$ cat src/tpwm_pkg.sv
// constants and types for the one-pulse / pwm timer block
package tpwm_pkg;
  localparam int unsigned CNT_W = 16;
  localparam logic [15:0] CNT_RESET = 16'hfffc;      // counter value after reset
  localparam logic [15:0] RELOAD_VAL = 16'hfffc;     // reload on trigger or period end
  localparam logic [15:0] OPM_CAPTURE_VAL = 16'hfffd; // capture one value on trigger
  localparam logic [15:0] CMP_RESET = 16'h8000;      // compare registers after reset
  localparam int unsigned PULSE_EXTRA_TICKS = 5;     // counts added to compare value
  // clock select codes
  localparam logic [1:0] CLK_DIV4 = 2'h0;
  localparam logic [1:0] CLK_DIV2 = 2'h1;
  localparam logic [1:0] CLK_DIV8 = 2'h2;
  localparam logic [1:0] CLK_EXT = 2'h3;
  localparam logic [2:0] PRESCALE_FACTOR_MAX = 3'h7;
  // operating modes
  typedef enum logic [2:0] {
    TPWM_MODE_FREE = 3'b001,
    TPWM_MODE_OPM  = 3'b010,
    TPWM_MODE_PWM  = 3'b100
  } tpwm_mode_t;
endpackage : tpwm_pkg

$ cat src/tpwm_sync.sv
// two-stage synchroniser with edge detection on the synchronised level
`timescale 1ns/1ps
`default_nettype none
module tpwm_sync (
  // clock and reset
  input  wire logic clk_sys_i,
  input  wire logic rst_n_i,
  // pin and selected edge
  input  wire logic pin_i,
  input  wire logic rise_sel_i,
  output logic      level_o,
  output logic      edge_o
);
  logic meta_ff;
  logic sync_ff;
  logic last_ff;
  logic nxt_meta;
  logic nxt_sync;
  logic nxt_last;

  // next values of the chain
  always_comb
  begin
    nxt_meta = pin_i;
    nxt_sync = meta_ff;
    nxt_last = sync_ff;
  end

  // register the chain
  always_ff @(posedge clk_sys_i or negedge rst_n_i)
  begin
    if (!rst_n_i)
    begin
      meta_ff <= 1'b0;
      sync_ff <= 1'b0;
      last_ff <= 1'b0;
    end
    else
    begin
      meta_ff <= nxt_meta;
      sync_ff <= nxt_sync;
      last_ff <= nxt_last;
    end
  end

  // edge from the second and third stages only
  assign level_o = sync_ff;
  assign edge_o  = rise_sel_i ? (sync_ff & ~last_ff) : (~sync_ff & last_ff);
endmodule : tpwm_sync
`default_nettype wire

$ cat src/tpwm_prescale_factor.sv
// prescaler: one-cycle timer tick from cpu clock divider or external edge
`timescale 1ns/1ps
`default_nettype none
module tpwm_prescale_factor (
  // clock and reset
  input  wire logic       clk_sys_i,
  input  wire logic       rst_n_i,
  // control
  input  wire logic       run_i,
  input  wire logic [1:0] timer_clock_select_i,
  input  wire logic       ext_edge_i,
  output logic            tick_o
);
  logic [2:0] div_ff;
  logic [2:0] nxt_div;
  logic [2:0] mask;

  // prescale_factor: mask selects divide by 2, 4 or 8
  always_comb
  begin
    unique case (timer_clock_select_i)
      tpwm_pkg::CLK_DIV2: mask = 3'h1;
      tpwm_pkg::CLK_DIV4: mask = 3'h3;
      tpwm_pkg::CLK_DIV8: mask = 3'h7;
      default:            mask = 3'h0;
    endcase
    nxt_div = run_i ? div_ff + 3'h1 : div_ff;
    if (run_i && (div_ff == tpwm_pkg::PRESCALE_FACTOR_MAX))
      nxt_div = 3'h0;
  end

  always_ff @(posedge clk_sys_i or negedge rst_n_i)
  begin
    if (!rst_n_i)
      div_ff <= 3'h0;
    else
      div_ff <= nxt_div;
  end

  // tick when masked divider bits are all ones, or on external edge
  assign tick_o = run_i & ((timer_clock_select_i == tpwm_pkg::CLK_EXT) ? ext_edge_i :
                  ((div_ff & mask) == mask));
endmodule : tpwm_prescale_factor
`default_nettype wire

$ cat src/tpwm_timer.sv
// 16-bit timer core with one-pulse and pwm operation
`timescale 1ns/1ps
`default_nettype none
module tpwm_timer (
  // clock and reset
  input  wire logic        clk_sys_i,
  input  wire logic        rst_n_i,
  // pins
  input  wire logic        capture_input_first_i,
  input  wire logic        capture_input_second_i,
  input  wire logic        ext_clock_i,
  output logic             compare_output_first_o,
  output logic             compare_output_first_oe_o,
  // control one
  input  wire logic        capture_irq_enable_i,
  input  wire logic        match_irq_enable_i,
  input  wire logic        overflow_irq_enable_i,
  input  wire logic        level_bit_first_i,
  input  wire logic        level_bit_second_i,
  input  wire logic        capture_one_edge_select_i,
  // control two
  input  wire logic        compare_pin_first_enable_i,
  input  wire logic        one_pulse_select_i,
  input  wire logic        pwm_select_i,
  input  wire logic [1:0]  timer_clock_select_i,
  input  wire logic        capture_two_edge_select_i,
  input  wire logic        ext_clock_edge_select_i,
  // compare writes, one-cycle strobes
  input  wire logic [1:0]  compare_high_byte_wr_i,
  input  wire logic [1:0]  compare_low_byte_wr_i,
  input  wire logic [7:0]  compare_wdata_i,
  // flag clearing accesses, one-cycle strobes
  input  wire logic        status_rd_i,
  input  wire logic [1:0]  capture_low_byte_acc_i,
  input  wire logic [1:0]  compare_low_byte_acc_i,
  input  wire logic        counter_low_byte_acc_i,
  // power state and cpu mask
  input  wire logic        halt_i,
  input  wire logic        wait_i,
  input  wire logic        cpu_irq_mask_i,
  // status
  output logic [15:0]      counter_o,
  output logic [15:0]      capture_value_one_o,
  output logic [15:0]      capture_value_two_o,
  output logic [15:0]      compare_value_one_o,
  output logic [15:0]      compare_value_two_o,
  output logic [7:0]       timer_status_reg_o,
  output logic             timer_irq_o,
  output logic             wake_req_o
);
  // counter, capture and compare state
  logic [15:0] cnt_ff;
  logic [15:0] nxt_cnt;
  logic [15:0] cap1_ff;
  logic [15:0] nxt_cap1;
  logic [15:0] cap2_ff;
  logic [15:0] nxt_cap2;
  logic [15:0] cmp_ff [2];
  logic [15:0] nxt_cmp [2];
  logic [1:0]  inh_ff;       // compare held off after a high-byte write
  logic [1:0]  nxt_inh;
  // flags and their clear arming
  logic        capture_flag_first_ff;
  logic        nxt_capture_flag_first;
  logic        capture_flag_second_ff;
  logic        nxt_capture_flag_second;
  logic        match_flag_first_ff;
  logic        nxt_match_flag_first;
  logic        match_flag_second_ff;
  logic        nxt_match_flag_second;
  logic        tof_ff;
  logic        nxt_tof;
  logic [4:0]  armed_ff;     // status-read arm per flag
  logic [4:0]  nxt_armed;
  logic [1:0]  halt_arm_ff;
  logic [1:0]  nxt_halt_arm;
  logic        halt_last_ff;
  // output pin, interrupt and wake
  logic        out_ff;
  logic        nxt_out;
  logic        oe_ff;
  logic        irq_ff;
  logic        nxt_irq;
  logic        wake_ff;
  // events computed each cycle
  logic        ic1_edge;
  logic        ic2_edge;
  logic        ext_edge;
  logic        tick;
  logic        halt_exit;
  logic        match1;
  logic        match2;
  logic        trig;
  logic        rel;
  logic        cap1_ev;
  logic        cap2_ev;
  tpwm_pkg::tpwm_mode_t mode;

  // pin synchronisers
  tpwm_sync u_sync_ic1 (.clk_sys_i(clk_sys_i), .rst_n_i(rst_n_i),
    .pin_i(capture_input_first_i), .rise_sel_i(capture_one_edge_select_i),
    .level_o(), .edge_o(ic1_edge));
  tpwm_sync u_sync_ic2 (.clk_sys_i(clk_sys_i), .rst_n_i(rst_n_i),
    .pin_i(capture_input_second_i), .rise_sel_i(capture_two_edge_select_i),
    .level_o(), .edge_o(ic2_edge));
  tpwm_sync u_sync_ext (.clk_sys_i(clk_sys_i), .rst_n_i(rst_n_i),
    .pin_i(ext_clock_i), .rise_sel_i(ext_clock_edge_select_i),
    .level_o(), .edge_o(ext_edge));

  // timer tick; halt freezes the prescaler and counter
  tpwm_prescale_factor u_prescale_factor (.clk_sys_i(clk_sys_i), .rst_n_i(rst_n_i),
    .run_i(~halt_i),
    .timer_clock_select_i(timer_clock_select_i), .ext_edge_i(ext_edge), .tick_o(tick));

  // mode decode: pwm wins over one-pulse
  always_comb
  begin
    if (pwm_select_i)
      mode = tpwm_pkg::TPWM_MODE_PWM;
    else if (one_pulse_select_i)
      mode = tpwm_pkg::TPWM_MODE_OPM;
    else
      mode = tpwm_pkg::TPWM_MODE_FREE;
  end

  // events
  assign halt_exit = halt_last_ff & ~halt_i;
  assign match1 = tick & ~inh_ff[0] & (cnt_ff == cmp_ff[0]);
  assign match2 = tick & ~inh_ff[1] & (cnt_ff == cmp_ff[1]);
  assign trig = ~halt_i & ic1_edge & (mode == tpwm_pkg::TPWM_MODE_OPM);
  assign rel = trig | (match2 & (mode == tpwm_pkg::TPWM_MODE_PWM));
  // capture one only outside pulse modes; capture two always
  assign cap1_ev = (mode == tpwm_pkg::TPWM_MODE_FREE) &
                   ((ic1_edge & ~halt_i) | (halt_exit & halt_arm_ff[0]));
  assign cap2_ev = (ic2_edge & ~halt_i) | (halt_exit & halt_arm_ff[1]);

  // counter, compare registers and capture registers
  always_comb
  begin
    nxt_cnt = cnt_ff;
    if (rel)
      nxt_cnt = tpwm_pkg::RELOAD_VAL;
    else if (tick)
      nxt_cnt = cnt_ff + 16'h0001;
    nxt_cap1 = cap1_ff;
    if (trig)
      nxt_cap1 = tpwm_pkg::OPM_CAPTURE_VAL;
    else if (cap1_ev)
      nxt_cap1 = cnt_ff;
    nxt_cap2 = cap2_ev ? cnt_ff : cap2_ff;
    for (int i = 0; i < 2; i++)
    begin
      nxt_cmp[i] = cmp_ff[i];
      nxt_inh[i] = inh_ff[i];
      if (compare_high_byte_wr_i[i])
      begin
        nxt_cmp[i][15:8] = compare_wdata_i;
        nxt_inh[i] = 1'b1;
      end
      if (compare_low_byte_wr_i[i])
      begin
        nxt_cmp[i][7:0] = compare_wdata_i;
        nxt_inh[i] = 1'b0;
      end
    end
  end

  // halt capture arming
  always_comb
  begin
    nxt_halt_arm = halt_arm_ff;
    if (halt_exit)
      nxt_halt_arm = 2'h0;
    if (halt_i)
      nxt_halt_arm = halt_arm_ff | {ic2_edge, ic1_edge};
  end

  // flags: set wins over clear; clear needs prior status read while set
  always_comb
  begin
    logic [4:0] flags;
    logic [4:0] acc;
    flags = {capture_flag_first_ff, match_flag_first_ff, tof_ff, capture_flag_second_ff, match_flag_second_ff};
    acc = {capture_low_byte_acc_i[0], compare_low_byte_acc_i[0], counter_low_byte_acc_i,
           capture_low_byte_acc_i[1], compare_low_byte_acc_i[1]};
    nxt_armed = armed_ff;
    if (status_rd_i)
      nxt_armed = armed_ff | flags;
    nxt_capture_flag_first = (capture_flag_first_ff & ~(armed_ff[4] & acc[4])) | trig | cap1_ev
               | (match2 & (mode == tpwm_pkg::TPWM_MODE_PWM));
    nxt_match_flag_first = (match_flag_first_ff & ~(armed_ff[3] & acc[3]))
               | (match1 & (mode == tpwm_pkg::TPWM_MODE_FREE));
    nxt_tof = (tof_ff & ~(armed_ff[2] & acc[2])) | (tick & ~rel & (cnt_ff == 16'hffff));
    nxt_capture_flag_second = (capture_flag_second_ff & ~(armed_ff[1] & acc[1])) | cap2_ev;
    nxt_match_flag_second = (match_flag_second_ff & ~(armed_ff[0] & acc[0]))
               | (match2 & (mode != tpwm_pkg::TPWM_MODE_PWM));
    for (int k = 0; k < 5; k++)
      if (acc[k])
        nxt_armed[k] = 1'b0;
    // shared interrupt, gated per group and by the cpu mask
    nxt_irq = ~cpu_irq_mask_i &
              ((capture_irq_enable_i & (nxt_capture_flag_first | nxt_capture_flag_second))
             | (match_irq_enable_i & (nxt_match_flag_first | nxt_match_flag_second))
             | (overflow_irq_enable_i & nxt_tof));
  end

  // compare output one waveform
  always_comb
  begin
    nxt_out = out_ff;
    unique case (mode)
      tpwm_pkg::TPWM_MODE_OPM:
      begin
        if (trig)
          nxt_out = level_bit_second_i;
        else if (match1)
          nxt_out = level_bit_first_i;
      end
      tpwm_pkg::TPWM_MODE_PWM:
      begin
        if (match2)
          nxt_out = level_bit_second_i;
        else if (match1)
          nxt_out = level_bit_first_i;
      end
      tpwm_pkg::TPWM_MODE_FREE:
      begin
        if (match1)
          nxt_out = level_bit_first_i;
      end
    endcase
  end

  // register all state
  always_ff @(posedge clk_sys_i or negedge rst_n_i)
  begin
    if (!rst_n_i)
    begin
      cnt_ff       <= tpwm_pkg::CNT_RESET;
      cap1_ff      <= 16'h0000;
      cap2_ff      <= 16'h0000;
      cmp_ff[0]    <= tpwm_pkg::CMP_RESET;
      cmp_ff[1]    <= tpwm_pkg::CMP_RESET;
      inh_ff       <= 2'h0;
      capture_flag_first_ff      <= 1'b0;
      match_flag_first_ff      <= 1'b0;
      tof_ff       <= 1'b0;
      capture_flag_second_ff      <= 1'b0;
      match_flag_second_ff      <= 1'b0;
      armed_ff     <= 5'h00;
      halt_arm_ff  <= 2'h0;
      halt_last_ff <= 1'b0;
      out_ff       <= 1'b0;
      oe_ff        <= 1'b0;
      irq_ff       <= 1'b0;
      wake_ff      <= 1'b0;
    end
    else
    begin
      cnt_ff       <= nxt_cnt;
      cap1_ff      <= nxt_cap1;
      cap2_ff      <= nxt_cap2;
      cmp_ff[0]    <= nxt_cmp[0];
      cmp_ff[1]    <= nxt_cmp[1];
      inh_ff       <= nxt_inh;
      capture_flag_first_ff      <= nxt_capture_flag_first;
      match_flag_first_ff      <= nxt_match_flag_first;
      tof_ff       <= nxt_tof;
      capture_flag_second_ff      <= nxt_capture_flag_second;
      match_flag_second_ff      <= nxt_match_flag_second;
      armed_ff     <= nxt_armed;
      halt_arm_ff  <= nxt_halt_arm;
      halt_last_ff <= halt_i;
      out_ff       <= nxt_out;
      oe_ff        <= compare_pin_first_enable_i;
      irq_ff       <= nxt_irq;
      wake_ff      <= nxt_irq & wait_i & ~halt_i;
    end
  end

  // outputs straight from flip-flops
  assign compare_output_first_o    = out_ff;
  assign compare_output_first_oe_o = oe_ff;
  assign counter_o            = cnt_ff;
  assign capture_value_one_o  = cap1_ff;
  assign capture_value_two_o  = cap2_ff;
  assign compare_value_one_o  = cmp_ff[0];
  assign compare_value_two_o  = cmp_ff[1];
  assign timer_status_reg_o   = {capture_flag_first_ff, match_flag_first_ff, tof_ff, capture_flag_second_ff, match_flag_second_ff, 3'h0};
  assign timer_irq_o          = irq_ff;
  assign wake_req_o           = wake_ff;
endmodule : tpwm_timer
`default_nettype wire

$ cat config.mk
export PLATFORM = sky130hd
export DESIGN_NAME = tpwm_timer
export DESIGN_NICKNAME = d
export VERILOG_FILES = /design/src/tpwm_pkg.sv /design/src/tpwm_sync.sv /design/src/tpwm_prescale_factor.sv /design/src/tpwm_timer.sv
export SDC_FILE = /design/constraint.sdc
export NUM_CORES = 1
export LEC_CHECK = 0
export ABC_AREA = 1
export BUFFER_PORTS_ARGS = -buffer_cell sky130_fd_sc_hd__buf_2
export CAP_MARGIN = 20
export CORE_ASPECT_RATIO = 1.2
export CORE_MARGIN = 2
export CORE_UTILIZATION = 53
export CTS_CLUSTER_DIAMETER = 50
export DETAILED_ROUTE_END_ITERATION = 7
export PLACE_DENSITY = 0.78
export SYNTH_ARGS = -nofsm -noshare
export SYNTH_HDL_FRONTEND = slang
export SYNTH_SLANG_ARGS = --single-unit
$ cat constraint.sdc
create_clock -name clk_sys_i -period 2.3 [get_ports clk_sys_i]
set_input_delay 0 -clock clk_sys_i [delete_from_list [all_inputs] [get_ports clk_sys_i]]
set_output_delay 0 -clock clk_sys_i [all_outputs]
set_load 0.1 [all_outputs]
* Word-level counts from Yosys, hierarchy flattened
Index checks and enable logic that the tools add are counted.
** Storage, ports and cells
- Register bits :: 111
- Output and inout bits :: 92
** Operators by class
- Equal/unequal tests :: 13
- Add/subtract/negate cells :: 2
- Bitwise logic cells :: 72
- Reduce and logical (&&, ||, !) cells :: 12
- Multiplexer cells :: 29
** Operator list (number)
- 2-to-1 mux 16 bit :: 4
- bitwise AND 1 bit :: 39
- == test 16 bit :: 2
- nonzero test 2 bit :: 10
- adder 16 x 1 -> 16 bit, second input constant :: 1
- == test 16 bit, second input constant :: 1
- 2-to-1 mux 1 bit :: 16
- NOT 1 bit :: 16
- OR 1 bit :: 14
- 2-to-1 mux 3 bit :: 3
- one-hot mux 3 bit (3 select lines) :: 1
- == test 3 bit, second input constant :: 2
- 2-to-1 mux 2 bit :: 3
- 2-to-1 mux 5 bit :: 1
- OR 5 bit :: 1
- == test 2 bit, second input constant :: 2
- adder 3 x 1 -> 3 bit, second input constant :: 1
- bitwise AND 3 bit :: 1
- == test 3 x 1 -> 1 bit, second input constant :: 1
- == test 3 x 2 -> 1 bit, second input constant :: 1
- == test 3 bit :: 1
- inequality test 3 bit, second input constant :: 1
- one-hot mux 1 bit (3 select lines) :: 1
- == test 2 x 1 -> 1 bit, second input constant :: 1
- other kinds (4) :: 4

* Logic depth before layout (Yosys ltp)
- Depth after elaboration :: 19
- Depth in mapped cells :: 15
- Depth with buffers taken out :: 14

* By module
Synthesis repeated with hierarchy kept, for this count alone.
** Second synthesis, totals
- Cells, all modules :: 601
- Area total of the unflattened synthesis :: 5079.9 um^2
** Modules (own cells, without submodules)
- tpwm_timer :: cells an instance 548, area each 4594.4 um^2, times used 1, sequential area each 2497.4 um^2
- tpwm_sync :: cells an instance 9, area each 100.1 um^2, times used 3, sequential area each 75.1 um^2
- tpwm_prescale_factor :: cells an instance 26, area each 185.2 um^2, times used 1, sequential area each 75.1 um^2

* Least setup slack after synthesis
No wires, ideal clock.
- Path type :: register -> register
- From :: register cnt_ff[1] (netlist: counter_o[1])
- To :: register wake_ff (netlist: wake_req_o)
- Path slack :: 0.022 ns
- Stages on the path, launching flop included :: 12
- Data required time :: 2.231 ns
- Buffers on the path :: 0
- Data arrival time :: 2.209 ns
- Clock period less this slack :: 2.278 ns
- Cells stage by stage :: dfrtp_1 -> ha_1 -> nand3_1 -> nor3_2 -> nand2_1 -> nor3_2 -> nand4_1 -> nand2_1 -> nand2_1 -> nand2_1 -> nand2_1 -> nor2_2
** Between the ends
- Cells in the longest elaborated chain, start to end :: 13
- Elaborated cells between the ends (all ways) :: 26
- Classes of those cells :: 3 x eq/ne; 23 x bitwise
** Ends and longest elaborated chain
- start, declared :: RTL line tpwm_timer.sv:52 : logic [15:0] cnt_ff;
- start signal, assigned :: RTL line tpwm_timer.sv:239 : cnt_ff <= tpwm_pkg::CNT_RESET;
- start signal, assigned :: RTL line tpwm_timer.sv:260 : cnt_ff <= nxt_cnt;
- == test 16 bit :: RTL line tpwm_timer.sv:129 : assign match2 = tick & ~inh_ff[1] & (cnt_ff == cmp_ff[1]);
- bitwise AND 1 bit :: RTL line tpwm_timer.sv:129
- bitwise AND 1 bit :: RTL line tpwm_timer.sv:131 : assign rel = trig | (match2 & (mode == tpwm_pkg::TPWM_MODE_PWM));
- OR 1 bit :: RTL line tpwm_timer.sv:131
- NOT 1 bit :: RTL line tpwm_timer.sv:193 : nxt_tof = (tof_ff & ~(armed_ff[2] & acc[2])) | (tick & ~rel & (cnt_ff == 16'hffff));
- bitwise AND 1 bit :: RTL line tpwm_timer.sv:193
- bitwise AND 1 bit * :: RTL line tpwm_timer.sv:193
- OR 1 bit * :: RTL line tpwm_timer.sv:193
- named net nxt_tof :: RTL line tpwm_timer.sv:72 : logic nxt_tof;
- bitwise AND 1 bit * :: RTL line tpwm_timer.sv:204 : | (overflow_irq_enable_i & nxt_tof));
- OR 1 bit * :: RTL line tpwm_timer.sv:204
- bitwise AND 1 bit * :: RTL line tpwm_timer.sv:201 : nxt_irq = ~cpu_irq_mask_i &
- bitwise AND 1 bit * (2 in series) :: RTL line tpwm_timer.sv:277 : wake_ff <= nxt_irq & wait_i & ~halt_i;
- end signal, assigned :: RTL line tpwm_timer.sv:277
- end, declared :: RTL line tpwm_timer.sv:84 : logic wake_ff;
Mark *: on every way through the listed nets, which the timed path passes. The rest lies on a longest branch.
A chain may end at the register's enable or synchronous reset.

* Final worst setup path
- From :: register cnt_ff[9] (netlist: counter_o[9])
- To :: register wake_ff (netlist: wake_req_o)
** Between the ends
- Elaborated cells between the ends (all ways) :: 26
- Classes of those cells :: 3 x eq/ne; 23 x bitwise
** RTL lines
- == test 16 bit :: RTL line tpwm_timer.sv:128 : assign match1 = tick & ~inh_ff[0] & (cnt_ff == cmp_ff[0]);
- bitwise AND 1 bit :: RTL line tpwm_timer.sv:128
- bitwise AND 1 bit :: RTL line tpwm_timer.sv:192 : | (match1 & (mode == tpwm_pkg::TPWM_MODE_FREE));
- OR 1 bit :: RTL line tpwm_timer.sv:192
- named net nxt_match_flag_first :: RTL line tpwm_timer.sv:68 : logic nxt_match_flag_first;
- OR 1 bit :: RTL line tpwm_timer.sv:203 : | (match_irq_enable_i & (nxt_match_flag_first | nxt_match_flag_second))
- bitwise AND 1 bit :: RTL line tpwm_timer.sv:203
- OR 1 bit :: RTL line tpwm_timer.sv:203
- OR 1 bit :: RTL line tpwm_timer.sv:204
- bitwise AND 1 bit :: RTL line tpwm_timer.sv:201
- bitwise AND 1 bit (2 in series) :: RTL line tpwm_timer.sv:277
The timed path passes the listed nets, and every way through them passes these cells.

==> results.md <==
* Area leader, netlist: dfrtp_1
* Status: completed
* Gr usage total at 0.293
* Post-synthesis mux area share at 0.00427
* Worst path bufs/invs at 1
* Worst Clk Skew at 0.00690 ns
* FMAX at 0.471 GHz
* Critical path class: reg2reg
* Post-layout instance area at 0.00664 mm²
* Initial core utilization at 0.549
* CTS clock-pin slew for the worst setup and hold paths at 0.07 ns
* Worst-Margin Slew at 0.637 ns
* Largest family of logic cells by synthesized area: simple AND/OR/NAND/NOR gates
* Worst slew margin at 0.576
* CTS max path bufs at 2
* Worst-path cell with the longest stage delay: dfstp_2
* Area Growth Syn to Fin at 25.8%
* HPWL Detailed at 11400 µm
* Post-synth EDFFs at 0
* CORE AREA at 0.00961 mm²
* Ant. Diodes at 0
* Wirelength per Cell at roughly 16 µm
* Fill cell count at 796
* Fin nets at roughly 850
* CP most frequent cell: nand2_1
* Die area at 0.0108 mm²
* Post-Synth Adder-Cell Area at 0.00711
* VDD IR max at approximately 690 µV
* Vias in the first global route at 4708
* Max-slew violations at 0
* Die Y at 113 µm
* Worst hold slack at around 0.021 ns
* First-pass GRT wire length at approximately 24000 µm
* Minimum clock period at ~2.1 ns
* Post-CTS Resized at 0
* Total CTS buffers at 9
* Share of flip-flops with an asynchronous set or reset at 1.00
* Via count at 4991
* I/O pins at roughly 130
* Largest net degree at the start of global routing at 50
* Simple-Gate Fraction of Synth Area at 0.264
* DRC at 0
* Library cells used by synthesis at 37
* DP Area at 0.00604 mm²
* Final Wtd Congestion at between 0.9 and 1
* Data arrival time of the worst path at about 2.4 ns
* Synth top area share at 0.450
* Hold depth at 4
* R2R cell count at 14
* Setup tns final at 0 ns
* Clock root buffer master: clkbuf_16
* H-tree depth at 3
* Largest cells by area after synthesis: dfrtp_1 (45%), nand2_1 (14%), dfstp_2 (8.0%)
* WP data required at roughly 2.6 ns
* Synth Warn # at 0
* Final Hold Vio Count at 0
* DRT iter0 DRCs at 319
* Hold WC Path Type: in2reg
* Sequential area share after synthesis at 0.530
* Stages on the worst setup path at 14
* Final ANT Viol Nets at 0
* MaxCap Viol Count at 0
* Chip width at 95.1 µm
* Via density at between 5 and 6
* Crit Path Max Fanout at 9
* Gate Count Post-Synth at 649
* TritonCTS Sinks at between 100 and 150
* TritonCTS clock tree: built
* Site row count at 39
* P_leak at 3.47 nW
* Total iterations of the first detailed-routing run at 5
* Cell Chain, Critical Path: inv_1 > nand2_1 > nand2_1 > nor2_1 > nand2_1 > nor2_1 > nand4_1 > nand2_1 > nor2_1 > nor2_1 > nor2_1 > nand2_1 > nand2_1 > nor2_2
* Crit path max-delay family: simple AND/OR/NAND/NOR gates
* Area share of xor/xnor cells in the synthesized design at 0.0166
* Crit path largest cell delay at between 0.6 and 0.7 ns
* Post-layout util at 0.691
* Power Density at between 1000 and 1500 mW/mm²
* Mapped Avg Cell Area at 8.14 µm²
* Startpoint types: register
* CP Capture Type: register
* PortBufs at approximately 130
* Yosys reg bits at between 100 and 150
* Synth Area in Compound Gates at 0.0972
* GRT Residual Overflow at 0
* Overall routed net length at roughly 15000 µm
* Post-synth top flop: dfrtp_1
* Synthesized area at around 0.0053 mm²
* Clock latency on the worst-skew pair at approximately 0.35 ns
* Final period utilization at 0.922
* Final Setup Violations at 0
* Share of cells above drive strength 1 at 0.250
* Unrepaired setup endpoints after global routing: false
* Initial antenna violation count at 0
==> flip-flops by register name, indices dropped and copies added, names as in the netlist, 2 cells and up <==
name	cells
armed_ff	5
capture_value_one_o	16
capture_value_two_o	16
compare_value_one_o	16
compare_value_two_o	16
counter_o	16
halt_arm_ff	2
inh_ff	2
u_prescale_factor.div_ff	3
==> metrics by stage <==
stage / cells / setup slack, ns / power (W)
6_report: 935 / 0.179 / 0.00940
5_1_grt: 935 / 0.0174 / 0.00982
4_1_cts: 935 / 0.205 / 0.00939
3_5_place_dp: 888 / 0.244 / 0.00780
3_3_place_gp: 888 / 0.266 / 0.00777
2_1_floorplan: 651 / 0.0218 / 0.00681
==> cell families (layout without fill, tap and decap cells) <==
group                      Yosys count  after routing
buffers and inverters              104            265
xor gates and xnor gates            10             10
muxes                                2              2
DFF                                111            111
and+or+nand+nor                    320            320
other                                1              3
AOI/OAI and AO/OA                   98             98
adders and majority gates            3              3
==> layout make-up <==
cell class | count | area [µm²] | share of cell area
Clock buffer | 13 | 250 | 0.0377
Clock inverter | 3 | 42.5 | 0.00640
Inverter | 83 | 312 | 0.0469
Multi-Input combinational cell | 436 | 2070 | 0.311
Sequential cell | 111 | 2800 | 0.421
Tap cell | 123 | 154 | 0.0232
Timing Repair Buffer | 166 | 1020 | 0.154
==> path summary, 6_finish.rpt <==
check / endpoint / slack [ns] / start
max: wake_req_o / 0.18 / counter_o[9]
min: match_flag_first_ff / 0.02 / one_pulse_select_i
max reg2reg: wake_req_o / 0.18 / counter_o[9]
min reg2reg: u_sync_ic2.level_o / 0.35 / u_sync_ic2.meta_ff
max in group asynchronous: counter_o[13] / 1.26 / rst_n_i
min in group asynchronous: u_sync_ic1.meta_ff / 0.21 / rst_n_i
==> where the power goes <==
part | total, W | internal, W | leakage (nW) | switching (W)
Combinational | 0.00496 | 0.000839 | 2.04 | 0.00412
Clock | 0.00156 | 0.000875 | 0.140 | 0.000687
Sequential | 0.00287 | 0.00245 | 1.29 | 0.000424
==> layout by cell type, fill, tap and decap left out, types with 2 or more instances in the layout <==
master and instances:
inv_1 64, buf_4 8, nor3_1 7, nand3_1 24, xnor2_1 3, nor2_2 3, nand2_1 197, nor2_1 62
inv_2 18, nor2_4 4, nor3_2 3, nand2_2 3, clkbuf_1 3, clkbuf_16 9, a31oi_1 16, o21ai_0 58
nor4_1 2, dfstp_2 16, nand4_1 6, buf_2 126, ha_1 3, dlygate4sd3_1 31, nand3_2 2, xor2_1 7
dfrtp_1 95, mux2_2 2, a21oi_1 15, conb_1 3, o21ai_1 8
==> worst register-to-register path: cells and delay by family, from the launching register on <==
kind | cells | cell delay, ns
buffers and inverters | 1 | 0.16
AND/OR/NAND/NOR | 13 | 1.26
flip-flops | 1 | 0.66
==> cells in the mapped netlist, types with 7 or more instances <==
library cell and count:
nand3_1 24, nand2_1 197, inv_1 64, o21ai_1 8, nor3_1 7, nor2_1 62
o21ai_0 58, clkbuf_1 8, xor2_1 7, a31oi_1 16, dfrtp_1 95, dfstp_2 16
a21oi_1 15, inv_2 18, buf_4 8
==> per-layer routing <==
metal	up-vias	GRT usage	share of wire
met2	227	0.467	0.48
met4	0	0.106	0.026
li1	2355	-	-
met5	-	0	0
met3	29	0.0493	0.072
met1	2380	0.402	0.42
==> what timing repair did <==
| item | 4_1_cts | 5_1_grt |
|---|---|---|
| hold endpoints to repair | 94 | 0 |
| buffers inserted | 0 | 0 |
| hold buffers | 31 | 0 |
Power figures use the tool's default switching activity.
